==> src/rtl/rtcpg_pkg.sv <==
// constants, register map and types for the power-gate and timestamp block
// Functional notes
// - power output polarity from control1 bit 9
// - control and gate outputs; pin needs select
// - stability window starts with control assert
// - sample gate follows end of stability window
// - sample window end closes all, powers down
// - sample length 15:8, stability 7:0
// - window lengths 0 to 255 periods
// - prescaler 1, 16, 64, 256 at 7:6
// - length zero makes window inactive
// - stability FFh keeps window always active
// - tamper falling edge triggers stamp A
// - switch to backup supply triggers stamp B
// - stamp A captures only while enabled
// - capture copies time/date, sets flag, interrupts
// - further events ignored while flag set
// - writing one starts capture, flag later
// - seconds BCD in bits 14:8, rest zero
// - hours 13:8, minutes 6:0 BCD layout
package rtcpg_pkg;
	localparam int          ADDR_W       = 8;
	localparam logic [7:0]  OFS_CTL1     = 8'h00;
	localparam logic [7:0]  OFS_CTL2     = 8'h04;
	localparam logic [7:0]  OFS_CTL3     = 8'h08;
	localparam logic [7:0]  OFS_STAT     = 8'h0C;
	localparam logic [7:0]  OFS_TIME_LO  = 8'h10;
	localparam logic [7:0]  OFS_TIME_HI  = 8'h14;
	localparam logic [7:0]  OFS_TSA_TL   = 8'h18;
	localparam logic [7:0]  OFS_TSA_TH   = 8'h1C;
	localparam logic [7:0]  OFS_TSA_DL   = 8'h20;
	localparam logic [7:0]  OFS_TSA_DH   = 8'h24;
	localparam logic [7:0]  OFS_TSB_TL   = 8'h28;
	localparam logic [7:0]  OFS_TSB_TH   = 8'h2C;
	localparam logic [7:0]  OFS_TSB_DL   = 8'h30;
	localparam logic [7:0]  OFS_TSB_DH   = 8'h34;
	localparam int          CTL1_TSA_EN  = 0;
	localparam int          CTL1_REPEAT  = 1;
	localparam int          CTL1_TSB_EN  = 2;
	localparam int          CTL1_SEL_LO  = 4;
	localparam int          CTL1_OE      = 8;
	localparam int          CTL1_POL     = 9;
	localparam int          CTL1_PWC_EN  = 10;
	localparam int          CTL1_CAL_EN  = 15;
	localparam int          CTL2_PS_LO   = 6;
	localparam int          CTL3_SAMP_LO = 8;
	localparam int          CTL3_STAB_LO = 0;
	localparam int          STAT_CTL     = 0;
	localparam int          STAT_GATE    = 1;
	localparam int          STAT_STAB    = 2;
	localparam int          STAT_TSA     = 3;
	localparam int          STAT_TSB     = 4;
	localparam logic [15:0] CTL1_MASK    = 16'h8777;
	localparam logic [15:0] CTL2_MASK    = 16'h00C0;
	localparam logic [15:0] CTL3_MASK    = 16'hFFFF;
	localparam logic [15:0] TIME_LO_MASK = 16'h7F00;
	localparam logic [15:0] TIME_HI_MASK = 16'h3F7F;
	localparam logic [15:0] REG_RESET    = 16'h0000;
	localparam logic [2:0]  CLOCK_PIN_OUTPUT_SELECT_PWC   = 3'h3;
	localparam logic [7:0]  LEN_OFF      = 8'h00;
	localparam logic [7:0]  STAB_ALWAYS  = 8'hFF;
	localparam logic [7:0]  PS_LIM_1     = 8'h00;
	localparam logic [7:0]  PS_LIM_16    = 8'h0F;
	localparam logic [7:0]  PS_LIM_64    = 8'h3F;
	localparam logic [7:0]  PS_LIM_256   = 8'hFF;
	localparam logic [1:0]  RESP_OKAY    = 2'h0;
	localparam logic [1:0]  RESP_SLVERR  = 2'h2;
	typedef enum logic [2:0] {
		SEQ_IDLE = 3'b001,
		SEQ_STAB = 3'b010,
		SEQ_SAMP = 3'b100
	} rtcpg_seq_e;
endpackage

==> src/rtl/rtcpg_stamp_if.sv <==
// carrier between the register block and one timestamp unit
`timescale 1ns/1ps
interface rtcpg_stamp_if;
	logic        trig;
	logic        manual;
	logic        clear;
	logic        enable;
	logic [15:0] now_tl;
	logic [15:0] now_th;
	logic [15:0] now_dl;
	logic [15:0] now_dh;
	logic        flag;
	logic        done;
	logic [15:0] tl;
	logic [15:0] th;
	logic [15:0] dl;
	logic [15:0] dh;
	modport owner (output trig, manual, clear, enable, now_tl, now_th, now_dl, now_dh,
		input flag, done, tl, th, dl, dh);
	modport unit (input trig, manual, clear, enable, now_tl, now_th, now_dl, now_dh,
		output flag, done, tl, th, dl, dh);
endinterface

==> src/rtl/rtcpg_top.sv <==
// power-control sequencer, time keeping and timestamp registers on AXI4-Lite
//
// The register addresses and the AXI4-Lite slave port were decided locally.
`timescale 1ns/1ps
module rtcpg_top (
	// clock and reset
	input wire logic                       clock,
	input wire logic                       rst,
	// axi4-lite write
	input wire logic                       s_axi_awvalid,
	output logic                           s_axi_awready,
	input wire logic [rtcpg_pkg::ADDR_W-1:0] s_axi_awaddr,
	input wire logic                       s_axi_wvalid,
	output logic                           s_axi_wready,
	input wire logic [31:0]                s_axi_wdata,
	input wire logic [3:0]                 s_axi_wstrb,
	output logic                           s_axi_bvalid,
	input wire logic                       s_axi_bready,
	output logic [1:0]                     s_axi_bresp,
	// axi4-lite read
	input wire logic                       s_axi_arvalid,
	output logic                           s_axi_arready,
	input wire logic [rtcpg_pkg::ADDR_W-1:0] s_axi_araddr,
	output logic                           s_axi_rvalid,
	input wire logic                       s_axi_rready,
	output logic [31:0]                    s_axi_rdata,
	output logic [1:0]                     s_axi_rresp,
	// calendar events and inputs
	input wire logic                       second_tick,
	input wire logic                       repeat_tick,
	input wire logic                       pwc_clock_tick,
	input wire logic                       tamper_input,
	input wire logic                       on_backup,
	input wire logic [15:0]                date_low,
	input wire logic [15:0]                date_high,
	// power control and events
	output logic                           clock_pin_out,
	output logic                           clock_pin_oe,
	output logic                           sample_gate,
	output logic                           stability_window,
	output logic                           clock_irq
);
	import rtcpg_pkg::*;

	function automatic logic is_mapped(input logic [ADDR_W-1:0] a);
		return (a[1:0] == 2'h0) && (a <= OFS_TSB_DH);
	endfunction

	function automatic logic [15:0] merge(input logic [15:0] old, input logic [31:0] d,
		input logic [3:0] be, input logic [15:0] mask);
		logic [15:0] v;
		v = old;
		if (be[0]) v[7:0] = d[7:0];
		if (be[1]) v[15:8] = d[15:8];
		return v & mask;
	endfunction

	// bcd minutes or seconds, tens in 6:4, ones in 3:0; msb of result is the carry
	function automatic logic [7:0] bcd60_next(input logic [6:0] v);
		if (v[3:0] == 4'h9) begin
			if (v[6:4] == 3'h5) return 8'h80;
			return {1'b0, 3'(v[6:4] + 3'h1), 4'h0};
		end
		return {1'b0, v[6:4], 4'(v[3:0] + 4'h1)};
	endfunction

	function automatic logic [7:0] ps_limit(input logic [1:0] code);
		case (code)
			2'h0: return PS_LIM_1;
			2'h1: return PS_LIM_16;
			2'h2: return PS_LIM_64;
			default: return PS_LIM_256;
		endcase
	endfunction

	// axi state
	logic                aw_q;
	logic                w_q;
	logic [ADDR_W-1:0]   awaddr_q;
	logic [31:0]         wdata_q;
	logic [3:0]          wstrb_q;
	logic                bvalid_q;
	logic [1:0]          bresp_q;
	logic                rvalid_q;
	logic [31:0]         rdata_q;
	logic [1:0]          rresp_q;
	logic                wr_go;
	logic                rd_go;
	logic [15:0]         rd_mux;
	// registers
	logic [15:0]         ctl1_q;
	logic [15:0]         ctl2_q;
	logic [15:0]         ctl3_q;
	logic [15:0]         time_lo_q;
	logic [15:0]         time_hi_q;
	logic                tamper_prev_q;
	logic                backup_prev_q;
	logic                stat_wr;
	logic [7:0]          sec_nx;
	logic [7:0]          min_nx;
	// sequencer
	rtcpg_seq_e          state_q;
	rtcpg_seq_e          state_d;
	logic                run_prev_q;
	logic                run_en;
	logic                start;
	logic [7:0]          ps_cnt_q;
	logic                ps_tick;
	logic [7:0]          win_cnt_q;
	logic [7:0]          stab_len;
	logic [7:0]          samp_len;
	logic [7:0]          cur_len;
	logic                win_end;
	logic                pin_sel;
	logic                pin_q;
	logic                irq_q;

	rtcpg_stamp_if st_a ();
	rtcpg_stamp_if st_b ();

	rtcpg_stamp u_stamp_a (
		.clock (clock),
		.rst   (rst),
		.st    (st_a.unit)
	);

	rtcpg_stamp u_stamp_b (
		.clock (clock),
		.rst   (rst),
		.st    (st_b.unit)
	);

	// write channel: address and data taken in either order, one response at a time
	assign s_axi_awready = !aw_q && !bvalid_q;
	assign s_axi_wready  = !w_q && !bvalid_q;
	assign wr_go         = aw_q && w_q && !bvalid_q;
	assign s_axi_bvalid  = bvalid_q;
	assign s_axi_bresp   = bresp_q;

	always_ff @(posedge clock or posedge rst) begin
		if (rst) begin
			aw_q     <= 1'b0;
			w_q      <= 1'b0;
			awaddr_q <= '0;
			wdata_q  <= 32'h0000_0000;
			wstrb_q  <= 4'h0;
			bvalid_q <= 1'b0;
			bresp_q  <= RESP_OKAY;
		end else begin
			if (s_axi_awvalid && s_axi_awready) begin
				aw_q     <= 1'b1;
				awaddr_q <= s_axi_awaddr;
			end
			if (s_axi_wvalid && s_axi_wready) begin
				w_q     <= 1'b1;
				wdata_q <= s_axi_wdata;
				wstrb_q <= s_axi_wstrb;
			end
			if (wr_go) begin
				aw_q     <= 1'b0;
				w_q      <= 1'b0;
				bvalid_q <= 1'b1;
				bresp_q  <= is_mapped(awaddr_q) ? RESP_OKAY : RESP_SLVERR;
			end else if (bvalid_q && s_axi_bready) begin
				bvalid_q <= 1'b0;
			end
		end
	end

	// read channel: data registered on the edge that takes the address, valid the cycle after
	assign s_axi_arready = !rvalid_q;
	assign rd_go         = s_axi_arvalid && !rvalid_q;
	assign s_axi_rvalid  = rvalid_q;
	assign s_axi_rdata   = rdata_q;
	assign s_axi_rresp   = rresp_q;

	always_comb begin
		case (s_axi_araddr)
			OFS_CTL1:    rd_mux = ctl1_q;
			OFS_CTL2:    rd_mux = ctl2_q;
			OFS_CTL3:    rd_mux = ctl3_q;
			OFS_STAT:    rd_mux = {11'h000, st_b.flag, st_a.flag, stability_window, sample_gate,
				state_q != SEQ_IDLE};
			OFS_TIME_LO: rd_mux = time_lo_q;
			OFS_TIME_HI: rd_mux = time_hi_q;
			OFS_TSA_TL:  rd_mux = st_a.tl;
			OFS_TSA_TH:  rd_mux = st_a.th;
			OFS_TSA_DL:  rd_mux = st_a.dl;
			OFS_TSA_DH:  rd_mux = st_a.dh;
			OFS_TSB_TL:  rd_mux = st_b.tl;
			OFS_TSB_TH:  rd_mux = st_b.th;
			OFS_TSB_DL:  rd_mux = st_b.dl;
			OFS_TSB_DH:  rd_mux = st_b.dh;
			default:     rd_mux = REG_RESET;
		endcase
	end

	always_ff @(posedge clock or posedge rst) begin
		if (rst) begin
			rvalid_q <= 1'b0;
			rdata_q  <= 32'h0000_0000;
			rresp_q  <= RESP_OKAY;
		end else if (rd_go) begin
			rvalid_q <= 1'b1;
			rdata_q  <= {16'h0000, rd_mux};
			rresp_q  <= is_mapped(s_axi_araddr) ? RESP_OKAY : RESP_SLVERR;
		end else if (rvalid_q && s_axi_rready) begin
			rvalid_q <= 1'b0;
		end
	end

	// control registers
	always_ff @(posedge clock or posedge rst) begin
		if (rst) begin
			ctl1_q <= REG_RESET;
			ctl2_q <= REG_RESET;
			ctl3_q <= REG_RESET;
		end else if (wr_go) begin
			if (awaddr_q == OFS_CTL1) ctl1_q <= merge(ctl1_q, wdata_q, wstrb_q, CTL1_MASK);
			if (awaddr_q == OFS_CTL2) ctl2_q <= merge(ctl2_q, wdata_q, wstrb_q, CTL2_MASK);
			if (awaddr_q == OFS_CTL3) ctl3_q <= merge(ctl3_q, wdata_q, wstrb_q, CTL3_MASK);
		end
	end

	// a function result cannot be part-selected, so the next values get names of their own
	assign sec_nx = bcd60_next(time_lo_q[14:8]);
	assign min_nx = bcd60_next(time_hi_q[6:0]);

	// live time: a software write wins over the second tick of the same cycle
	always_ff @(posedge clock or posedge rst) begin
		if (rst) begin
			time_lo_q <= REG_RESET;
			time_hi_q <= REG_RESET;
		end else if (wr_go && (awaddr_q == OFS_TIME_LO || awaddr_q == OFS_TIME_HI)) begin
			if (awaddr_q == OFS_TIME_LO) time_lo_q <= merge(time_lo_q, wdata_q, wstrb_q, TIME_LO_MASK);
			if (awaddr_q == OFS_TIME_HI) time_hi_q <= merge(time_hi_q, wdata_q, wstrb_q, TIME_HI_MASK);
		end else if (second_tick && ctl1_q[CTL1_CAL_EN]) begin
			time_lo_q[14:8] <= sec_nx[6:0];
			if (sec_nx[7]) begin
				time_hi_q[6:0] <= min_nx[6:0];
				if (min_nx[7]) begin
					if (time_hi_q[13:8] == 6'h23) time_hi_q[13:8] <= 6'h00;
					else if (time_hi_q[11:8] == 4'h9) time_hi_q[13:8] <= {2'(time_hi_q[13:12] + 2'h1), 4'h0};
					else time_hi_q[11:8] <= 4'(time_hi_q[11:8] + 4'h1);
				end
			end
		end
	end

	// timestamp triggers; inputs are synchronous, so one stage finds the edge
	always_ff @(posedge clock or posedge rst) begin
		if (rst) begin
			tamper_prev_q <= 1'b1;
			backup_prev_q <= 1'b0;
		end else begin
			tamper_prev_q <= tamper_input;
			backup_prev_q <= on_backup;
		end
	end

	assign stat_wr     = wr_go && (awaddr_q == OFS_STAT) && wstrb_q[0];
	assign st_a.trig   = tamper_prev_q && !tamper_input;
	assign st_a.manual = stat_wr && wdata_q[STAT_TSA];
	assign st_a.clear  = stat_wr && !wdata_q[STAT_TSA];
	assign st_a.enable = ctl1_q[CTL1_TSA_EN];
	assign st_b.trig   = !backup_prev_q && on_backup;
	assign st_b.manual = stat_wr && wdata_q[STAT_TSB];
	assign st_b.clear  = stat_wr && !wdata_q[STAT_TSB];
	assign st_b.enable = ctl1_q[CTL1_TSB_EN];
	assign st_a.now_tl = time_lo_q;
	assign st_a.now_th = time_hi_q;
	assign st_a.now_dl = date_low;
	assign st_a.now_dh = date_high;
	assign st_b.now_tl = time_lo_q;
	assign st_b.now_th = time_hi_q;
	assign st_b.now_dl = date_low;
	assign st_b.now_dh = date_high;

	always_ff @(posedge clock or posedge rst) begin
		if (rst) begin
			irq_q <= 1'b0;
		end else begin
			irq_q <= st_a.done || st_b.done;
		end
	end
	assign clock_irq = irq_q;

	// power-control sequencer
	assign run_en   = ctl1_q[CTL1_CAL_EN] && ctl1_q[CTL1_PWC_EN];
	assign stab_len = ctl3_q[CTL3_STAB_LO +: 8];
	assign samp_len = ctl3_q[CTL3_SAMP_LO +: 8];
	// first run on enable; later runs only on the repeat tick
	assign start    = run_en && (state_q == SEQ_IDLE) &&
		(!run_prev_q || (ctl1_q[CTL1_REPEAT] && repeat_tick));
	assign ps_tick  = pwc_clock_tick && (ps_cnt_q == ps_limit(ctl2_q[CTL2_PS_LO +: 2]));
	assign cur_len  = (state_q == SEQ_STAB) ? stab_len : samp_len;
	assign win_end  = ps_tick && (8'(win_cnt_q + 8'h01) == cur_len);

	always_comb begin
		state_d = state_q;
		case (state_q)
			SEQ_IDLE: begin
				if (start) begin
					if (stab_len != LEN_OFF) state_d = SEQ_STAB;
					else if (samp_len != LEN_OFF) state_d = SEQ_SAMP;
				end
			end
			SEQ_STAB: begin
				if (!run_en) state_d = SEQ_IDLE;
				else if (stab_len == STAB_ALWAYS) state_d = SEQ_STAB;
				else if (win_end || stab_len == LEN_OFF)
					state_d = (samp_len != LEN_OFF) ? SEQ_SAMP : SEQ_IDLE;
			end
			SEQ_SAMP: begin
				if (!run_en || win_end || samp_len == LEN_OFF) state_d = SEQ_IDLE;
			end
			default: state_d = SEQ_IDLE;
		endcase
	end

	always_ff @(posedge clock or posedge rst) begin
		if (rst) begin
			state_q    <= SEQ_IDLE;
			run_prev_q <= 1'b0;
		end else begin
			state_q    <= state_d;
			run_prev_q <= run_en;
		end
	end

	// prescaler restarts with each sequence so the first period is whole
	always_ff @(posedge clock or posedge rst) begin
		if (rst) begin
			ps_cnt_q <= 8'h00;
		end else if (state_q == SEQ_IDLE) begin
			ps_cnt_q <= 8'h00;
		end else if (pwc_clock_tick) begin
			ps_cnt_q <= ps_tick ? 8'h00 : 8'(ps_cnt_q + 8'h01);
		end
	end

	always_ff @(posedge clock or posedge rst) begin
		if (rst) begin
			win_cnt_q <= 8'h00;
		end else if (state_d != state_q) begin
			win_cnt_q <= 8'h00;
		end else if (ps_tick) begin
			win_cnt_q <= 8'(win_cnt_q + 8'h01);
		end
	end

	assign pin_sel = ctl1_q[CTL1_OE] && (ctl1_q[CTL1_SEL_LO +: 3] == CLOCK_PIN_OUTPUT_SELECT_PWC);

	always_ff @(posedge clock or posedge rst) begin
		if (rst) begin
			pin_q <= 1'b0;
		end else begin
			pin_q <= pin_sel && ((state_q != SEQ_IDLE) == ctl1_q[CTL1_POL]);
		end
	end

	assign clock_pin_out    = pin_q;
	assign clock_pin_oe     = ctl1_q[CTL1_OE];
	assign sample_gate      = (state_q == SEQ_SAMP);
	assign stability_window = (state_q == SEQ_STAB) || (stab_len == STAB_ALWAYS);
endmodule

==> src/rtl/rtcpg_stamp.sv <==
// one timestamp capture unit: time and date copy plus event flag
`timescale 1ns/1ps
module rtcpg_stamp (
	// clock and reset
	input wire logic     clock,
	input wire logic     rst,
	// owner side
	rtcpg_stamp_if.unit  st
);
	import rtcpg_pkg::*;

	logic        pend_q;
	logic        flag_q;
	logic [15:0] tl_q;
	logic [15:0] th_q;
	logic [15:0] dl_q;
	logic [15:0] dh_q;

	// a request is only taken while enabled and no unread stamp is held
	always_ff @(posedge clock or posedge rst) begin
		if (rst) begin
			pend_q <= 1'b0;
		end else begin
			pend_q <= st.enable && !flag_q && !pend_q && (st.trig || st.manual);
		end
	end

	always_ff @(posedge clock or posedge rst) begin
		if (rst) begin
			tl_q <= REG_RESET;
			th_q <= REG_RESET;
			dl_q <= REG_RESET;
			dh_q <= REG_RESET;
		end else if (pend_q) begin
			tl_q <= st.now_tl;
			th_q <= st.now_th;
			dl_q <= st.now_dl;
			dh_q <= st.now_dh;
		end
	end

	// set wins over a clear arriving in the same cycle
	always_ff @(posedge clock or posedge rst) begin
		if (rst) begin
			flag_q <= 1'b0;
		end else if (pend_q) begin
			flag_q <= 1'b1;
		end else if (st.clear) begin
			flag_q <= 1'b0;
		end
	end

	assign st.flag = flag_q;
	assign st.done = pend_q;
	assign st.tl   = tl_q;
	assign st.th   = th_q;
	assign st.dl   = dl_q;
	assign st.dh   = dh_q;
endmodule

==> config.mk <==
export PLATFORM = sky130hd
export DESIGN_NAME = rtcpg_top
export DESIGN_NICKNAME = d
export VERILOG_FILES = /design/src/rtl/rtcpg_pkg.sv /design/src/rtl/rtcpg_stamp_if.sv /design/src/rtl/rtcpg_top.sv /design/src/rtl/rtcpg_stamp.sv
export SDC_FILE = /design/constraint.sdc
export NUM_CORES = 1
export LEC_CHECK = 0
export ABC_AREA = 1
export ABC_CLOCK_PERIOD_IN_PS = 8200
export CAP_MARGIN = 10
export CORE_UTILIZATION = 25
export CTS_BUF_LIST = sky130_fd_sc_hd__clkbuf_2
export DETAILED_ROUTE_END_ITERATION = 8
export DONT_BUFFER_PORTS = 1
export PLACE_DENSITY = 0.39
export RECOVER_POWER = 25
export SYNTH_ARGS = -nofsm -noshare
export SYNTH_HDL_FRONTEND = slang
export SYNTH_SLANG_ARGS = --single-unit
==> constraint.sdc <==
create_clock -name clock -period 8.2 [get_ports clock]
set_input_delay 0.82 -clock clock [delete_from_list [all_inputs] [get_ports clock]]
set_output_delay 0.82 -clock clock [all_outputs]
set_load 0.01 [all_outputs]
# Word level (Yosys, flattened, before mapping)
# Cells that the tools add are included.
[classes]
n_addsub = 8
n_mul = 0
n_div = 0
magnitude_cmp = 2
n_eq_ne = 40
shift = 0
mux = 62
bitwise = 0
reduce_logical = 92
[op_table]
columns = ["operator", "n"]
rows = [
  ["one-hot mux 16 bit (14 select lines)", 1],
  ["2-to-1 mux 8 bit", 14],
  ["2-to-1 mux 7 bit", 7],
  ["equality test 8 x 5 -> 1 bit, second input constant", 6],
  ["equality test 8 x 6 -> 1 bit, second input constant", 6],
  ["2-to-1 mux 6 bit", 6],
  ["logical AND 1 bit", 35],
  ["equality test 8 x 4 -> 1 bit, second input constant", 4],
  ["zero test 8 bit", 4],
  ["nonzero test 2 bit", 13],
  ["2-to-1 mux 3 bit", 8],
  ["one-hot mux 8 bit (3 select lines)", 1],
  ["2-to-1 mux 1 bit", 18],
  ["AND reduction 3 bit", 6],
  ["adder 8 x 1 -> 8 bit, second input constant", 2],
  ["equality test 8 x 3 -> 1 bit, second input constant", 2],
  ["equality test 8 bit", 2],
  ["less-or-equal comparator 8 x 6 -> 1 bit, second input constant", 2],
  ["nonzero test 8 bit", 2],
  ["2-to-1 mux 15 bit", 1],
  ["zero test 1 bit", 14],
  ["2-to-1 mux 14 bit", 1],
  ["adder 4 x 1 -> 4 bit, second input constant", 3],
  ["equality test 4 bit, second input constant", 3],
  ["23 further kinds", 43],
]
[totals]
ff_bits = 230
latchBits = 0
ram_bits = 0
mem_bits_ro = 0
in_bits = 96
out_inout_bits = 46
word_cells = 245
memories = 0

# Longest topological paths before layout
[depth]
depth_word = 12
depth_mapped = 21
mapped_depth_nobuf = 21

# Cells and area by module
# A second synthesis with hierarchy kept.
[hier_totals]
hier_cells = 1612
hier_area_um2 = 12622.1
[modules_own_cells]
columns = ["module", "n_inst", "cells_per_inst", "area_per_inst_um2"]
rows = [
  ["rtcpg_top", 1, 1054, 7527.2],
  ["rtcpg_stamp", 2, 279, 2547.4],
]

# Worst setup path before layout
# OpenSTA, ideal clock, no wires.
[synth_timing]
path_kind = "input to register"
startpoint = "input s_axi_araddr[1] in the netlist's numbering"
endpoint = "register rdata_q[0] (netlist: s_axi_rdata[0])"
setup_time_ns = 0.067
t_arrival_ns = 2.193
path_slack_ns = 5.941
cell_stages = 12
path_buffers = 1
cell_sequence = "nor2_1 > inv_1 > nor2_1 > inv_1 > nor2_1 > inv_1 > nor2_1 > clkbuf_1 > inv_1 > o211ai_1 > o21ai_0 > nand2_1"
[synth_via]
elab_chain_len = 2
elab_cells_between_ends = 15
classes_between = "eq/ne: 13; mux: 1; reduce/logical: 1"
[synth_rtl]
columns = ["item", "line", "rtl"]
rows = [
  ["start, declared", "rtcpg_top.sv:23", "input wire logic [rtcpg_pkg::ADDR_W-1:0] s_axi_araddr,"],
  ["equality test 8 x 6 -> 1 bit (tied with other cells)", "rtcpg_top.sv:178", "case (s_axi_araddr)"],
  ["one-hot mux 16 bit (14 select lines) *", "rtcpg_top.sv:178", ""],
  ["end signal, assigned", "rtcpg_top.sv:205", "rdata_q <= {16'h0000, rd_mux};"],
  ["end, declared", "rtcpg_top.sv:85", "logic [31:0] rdata_q;"],
]
# Every way passes the cells marked *; elsewhere a longest branch is shown, timed or not.
# A chain may end at the register's enable or synchronous reset.

==> impl_results.md <==
* Leak at ~6.1 nW
* Post-DRT Antenna Nets at 0
* HP Class: input pin to flip-flop
* Worst rel slew slack at -251%
* Fin Setup TNS at 0 ns
* Post-Synth Adder-Cell Area at 0.454%
* Layout fillers at roughly 4,800
* WP buf/inv at 3
* Crit-path max FO at 109
* Fin. max-slew vios at around 260
* Root Buffer: clkbuf_2
* R2R cell count at 6
* Syn_area_per_cell at around 8.1 sq um
* Crit path largest cell delay at 2.89 ns
* Mux cell area share after synthesis at 0.612%
* DRT iter0 DRCs at around 650
* Initial antenna violation count at 2
* Slowest-stage cell, CP: clkinvlp_2
* Pint at a little over 2 mW
* CTS tree: built
* Max_cap viols at 3
* Clk pwr share at between 20% and 30%
* Yosys warnings at 0
* Crit path arrival time at 5.38 ns
* Unique masters post-synth at 44
* Complex-gate fraction of the synthesized area at 16.8%
* Synthesis-stage register bit count at roughly 230
* Critical path's top delay family: buffers and inverters
* Hold path cells at 2
* Tightest Pin Transition at 5.24 ns
* RSZ-0062 raised after global routing: no
* Worst setup margin at between 3 and 4 ns
* Share of layout cells above drive strength 1 at 8.74%
* Critical path launch point type: input pin
* Post-synth EDFFs at 0
* Gpl congestion at 0.806
* FP Rows at 76
* Ys async rst share at 100%
* Die Footprint at around 0.045 sq mm
* Num ports at roughly 140
* Crit-path cells: dlygate4sd3_1 > clkinvlp_2 > buf_4
* Clock tree buffer depth at 3
* Final instance area at between 0.01 and 0.015 sq mm
* Main synth FF type: dfrtp_1
* Chip Width at between 200 and 250 um
* Switching part of the total at 38.3%
* WL/cell at about 18 um
* Via count at 9,633
* Post-synthesis simple-gate area fraction at ~20%
* Main combinational cell family by area after synthesis: simple AND/OR/NAND/NOR gates
* R2R Setup Slk at 4.13 ns
* R2r endpoint: u_stamp_a.st.flag$_DFFE_PP0P_
* Worst-Skew Late Latency at 0.91 ns
* Synth Instances at between 1,000 and 1,500
* Pre-CTS WS at ~5 ns
* Final Hold Fails at 0
* Final clock skew at 0.0738 ns
* Failing checks: capacitance limit, slew limit
* Largest net degree at the start of global routing at 110
* First-pass GRT wire length at roughly 58,000 um
* Final HPWL DP at ~26,000 um
* Sw power at around 1.3 mW
* Pwr dens at 258 mW/mm^2
* Comb power frac at 24.5%
* Residual DRC at 0
* Hold Path End: wdata_q[0]$_DFFE_PP0P_
* Grt total ovfl at 0
* CTS buffer count at 70
* Reg power frac at approximately 50%
* Post-CTS sizing at 0
* CTS Sinks at ~230
* Routed wire length at 37,600 um
* Status: complete, but fails checks
* Nets at about 1,600
* WS Path Type: input pin to async pin
* Initial Util at between 20% and 30%
* Number of global-route vias before repair at ~9,700
* Final Setup Violations at 0
* Sequential share of the synthesized area at roughly half
* TritonRoute pass-1 iters at 8
* Via density at between 4 and 5
* Max VDD drop at between 0.08 and 0.09 mV
* Req. time, crit path at between 9 and 10 ns
* Cell Area, Placed at about 0.012 sq mm
* Period utilisation layout at around 55%
* Core area at ~0.043 sq mm
* Worst-path clk slew at around 0.09 ns
* XOR/XNOR Fraction of Synth Area at less than 1%
* Final Critical Period at around 4.5 ns
* Synth Cell Area at about 0.011 sq mm
* CP endpoint kind: async pin
* R2r startpoint: u_stamp_a.st.done$_DFF_PP0_
* Hold_sp: s_axi_wdata[0]
* DIE HEIGHT at roughly 210 um
* CTS HTree Levels at 3
* F_max at between 200 and 250 MHz
* IO Port Bufs at 0
* GRT Total Usage at between 10% and 20%
* WHS at 0.114 ns
* Area growth from synthesis to layout at 15.5%
worst max-delay path by stage:
stage	start	end	slack, ns	cells past startpoint
2_1_floorplan	rst	aw_q$_DFFE_PP0P_	1.14	1
3_3_place_gp	s_axi_araddr[1]	s_axi_rdata[5]$_DFFE_PP0P_	5.07	12
6_report	rst	ctl2_q[7]$_DFFE_PP0P_	3.66	3
3_5_place_dp	s_axi_araddr[1]	s_axi_rdata[5]$_DFFE_PP0P_	5.04	12
4_1_cts	state_q[2]$_DFF_PP0_	stability_window	5.17	3
5_1_grt	rst	ctl2_q[7]$_DFFE_PP0P_	2.85	3
power by group through the flow:
stage / combinational [mW] / clock, mW / sequential [mW]
global route: 0.948 / 0.948 / 1.68
detailed placement: 0.788 / 0 / 1.66
finish: 0.803 / 0.836 / 1.64
floorplan: 0.606 / 0 / 1.59
global placement: 0.776 / 0 / 1.66
CTS: 0.819 / 0.887 / 1.64
stage by stage:
step / power [mW] / utilization [%] / std cells
6_report: 3.28 / 29.5 / 2097
5_1_grt: 3.58 / 29.5 / 2097
4_1_cts: 3.35 / 29.5 / 2096
3_5_place_dp: 2.45 / 26.8 / 1923
3_3_place_gp: 2.44 / 26.8 / 1923
2_1_floorplan: 2.19 / - / 1387
sequential cells by signal (all words and copies together) (netlist names), 8 cells and up:
signal and flops:
u_stamp_a.st.th 13, s_axi_rdata 16, u_stamp_b.st.th 13, ctl3_q 16, awaddr_q 8, u_stamp_b.st.dl 16, ctl1_q 10, wdata_q 16
u_stamp_b.st.dh 16, ps_cnt_q 8, u_stamp_a.st.dl 16, st_a.now_th 13, u_stamp_a.st.dh 16, win_cnt_q 8
repair_timing:
item,in CTS,in global routing
buffers inserted,0,0
hold buffers,60,0
hold endpoints to repair,197,0
setup endpoints to repair,0,0
routing by layer:
layer,global-route usage (%),part of all wire [%],vias up
met3,4.15,5.7,64
met1,22.0,45,4651
met2,27.7,47,212
li1,-,-,4704
met5,0,0.032,-
met4,6.70,2.4,2
kinds of logic (layout without fill, tap and decap cells):
kind of cell	Yosys count	in the layout
AOI/OAI and AO/OA	320	320
xor gates and xnor gates	11	11
adders and majority gates	4	4
buffers and inverters	251	375
DFF	228	228
muxes	6	6
other	1	19
and+or+nand+nor	549	549
cells in the mapped netlist, types with 2 or more instances:
cell         n  share of area [%]
a21o_1       5               0.34
a21oi_1     52                2.4
a221oi_1    24                1.9
a22oi_1      3               0.20
a31oi_1      9               0.51
buf_4       18                1.2
clkbuf_1    39                1.3
dfrtp_1    226                 51
dfstp_2      2               0.48
ha_1         4               0.45
inv_1      189                6.4
inv_2        2              0.068
mux2_2       6               0.61
nand2_1    358                 12
nand2_2      2               0.11
nand3_1     44                2.0
nand4_1     13               0.74
nor2_1     103                3.5
nor3_1      17               0.77
nor3_2       2               0.18
nor4_1       6               0.34
o2111ai_1    4               0.32
o211ai_1     3               0.20
o21ai_0    164                7.4
o21bai_1     2               0.14
o22ai_1     45                2.6
o41ai_1      2               0.16
xnor2_1      2               0.16
xor2_1       9               0.71
cell usage in the layout, fill, tap and decap left out, drive strengths merged, types with 5 or more instances in the layout:
master and n:
buf 8, o22ai 45, clkbuf 99, mux2 6, dfrtp 226, nand4 13, a21o 5, nor4 6
clkinv 14, conb 18, nand2 360, nor3 19, o21ai 164, a21oi 53, a221oi 24, dlygate4sd3 60
inv 192, a31oi 9, nor2 105, nand3 45, xor2 9
layout make-up:
cell class	instances	area, sq um	share of cell area [%]
inverter	191	718	5.64
clock inverter	17	68.8	0.540
antenna	1	2.50	0.0196
clock buffer	96	480	3.77
multi-input combinational	908	4360	34.2
tap	585	732	5.74
timing repair buffer	71	672	5.27
sequential	228	5710	44.8
(Power assumes the default switching activity.)
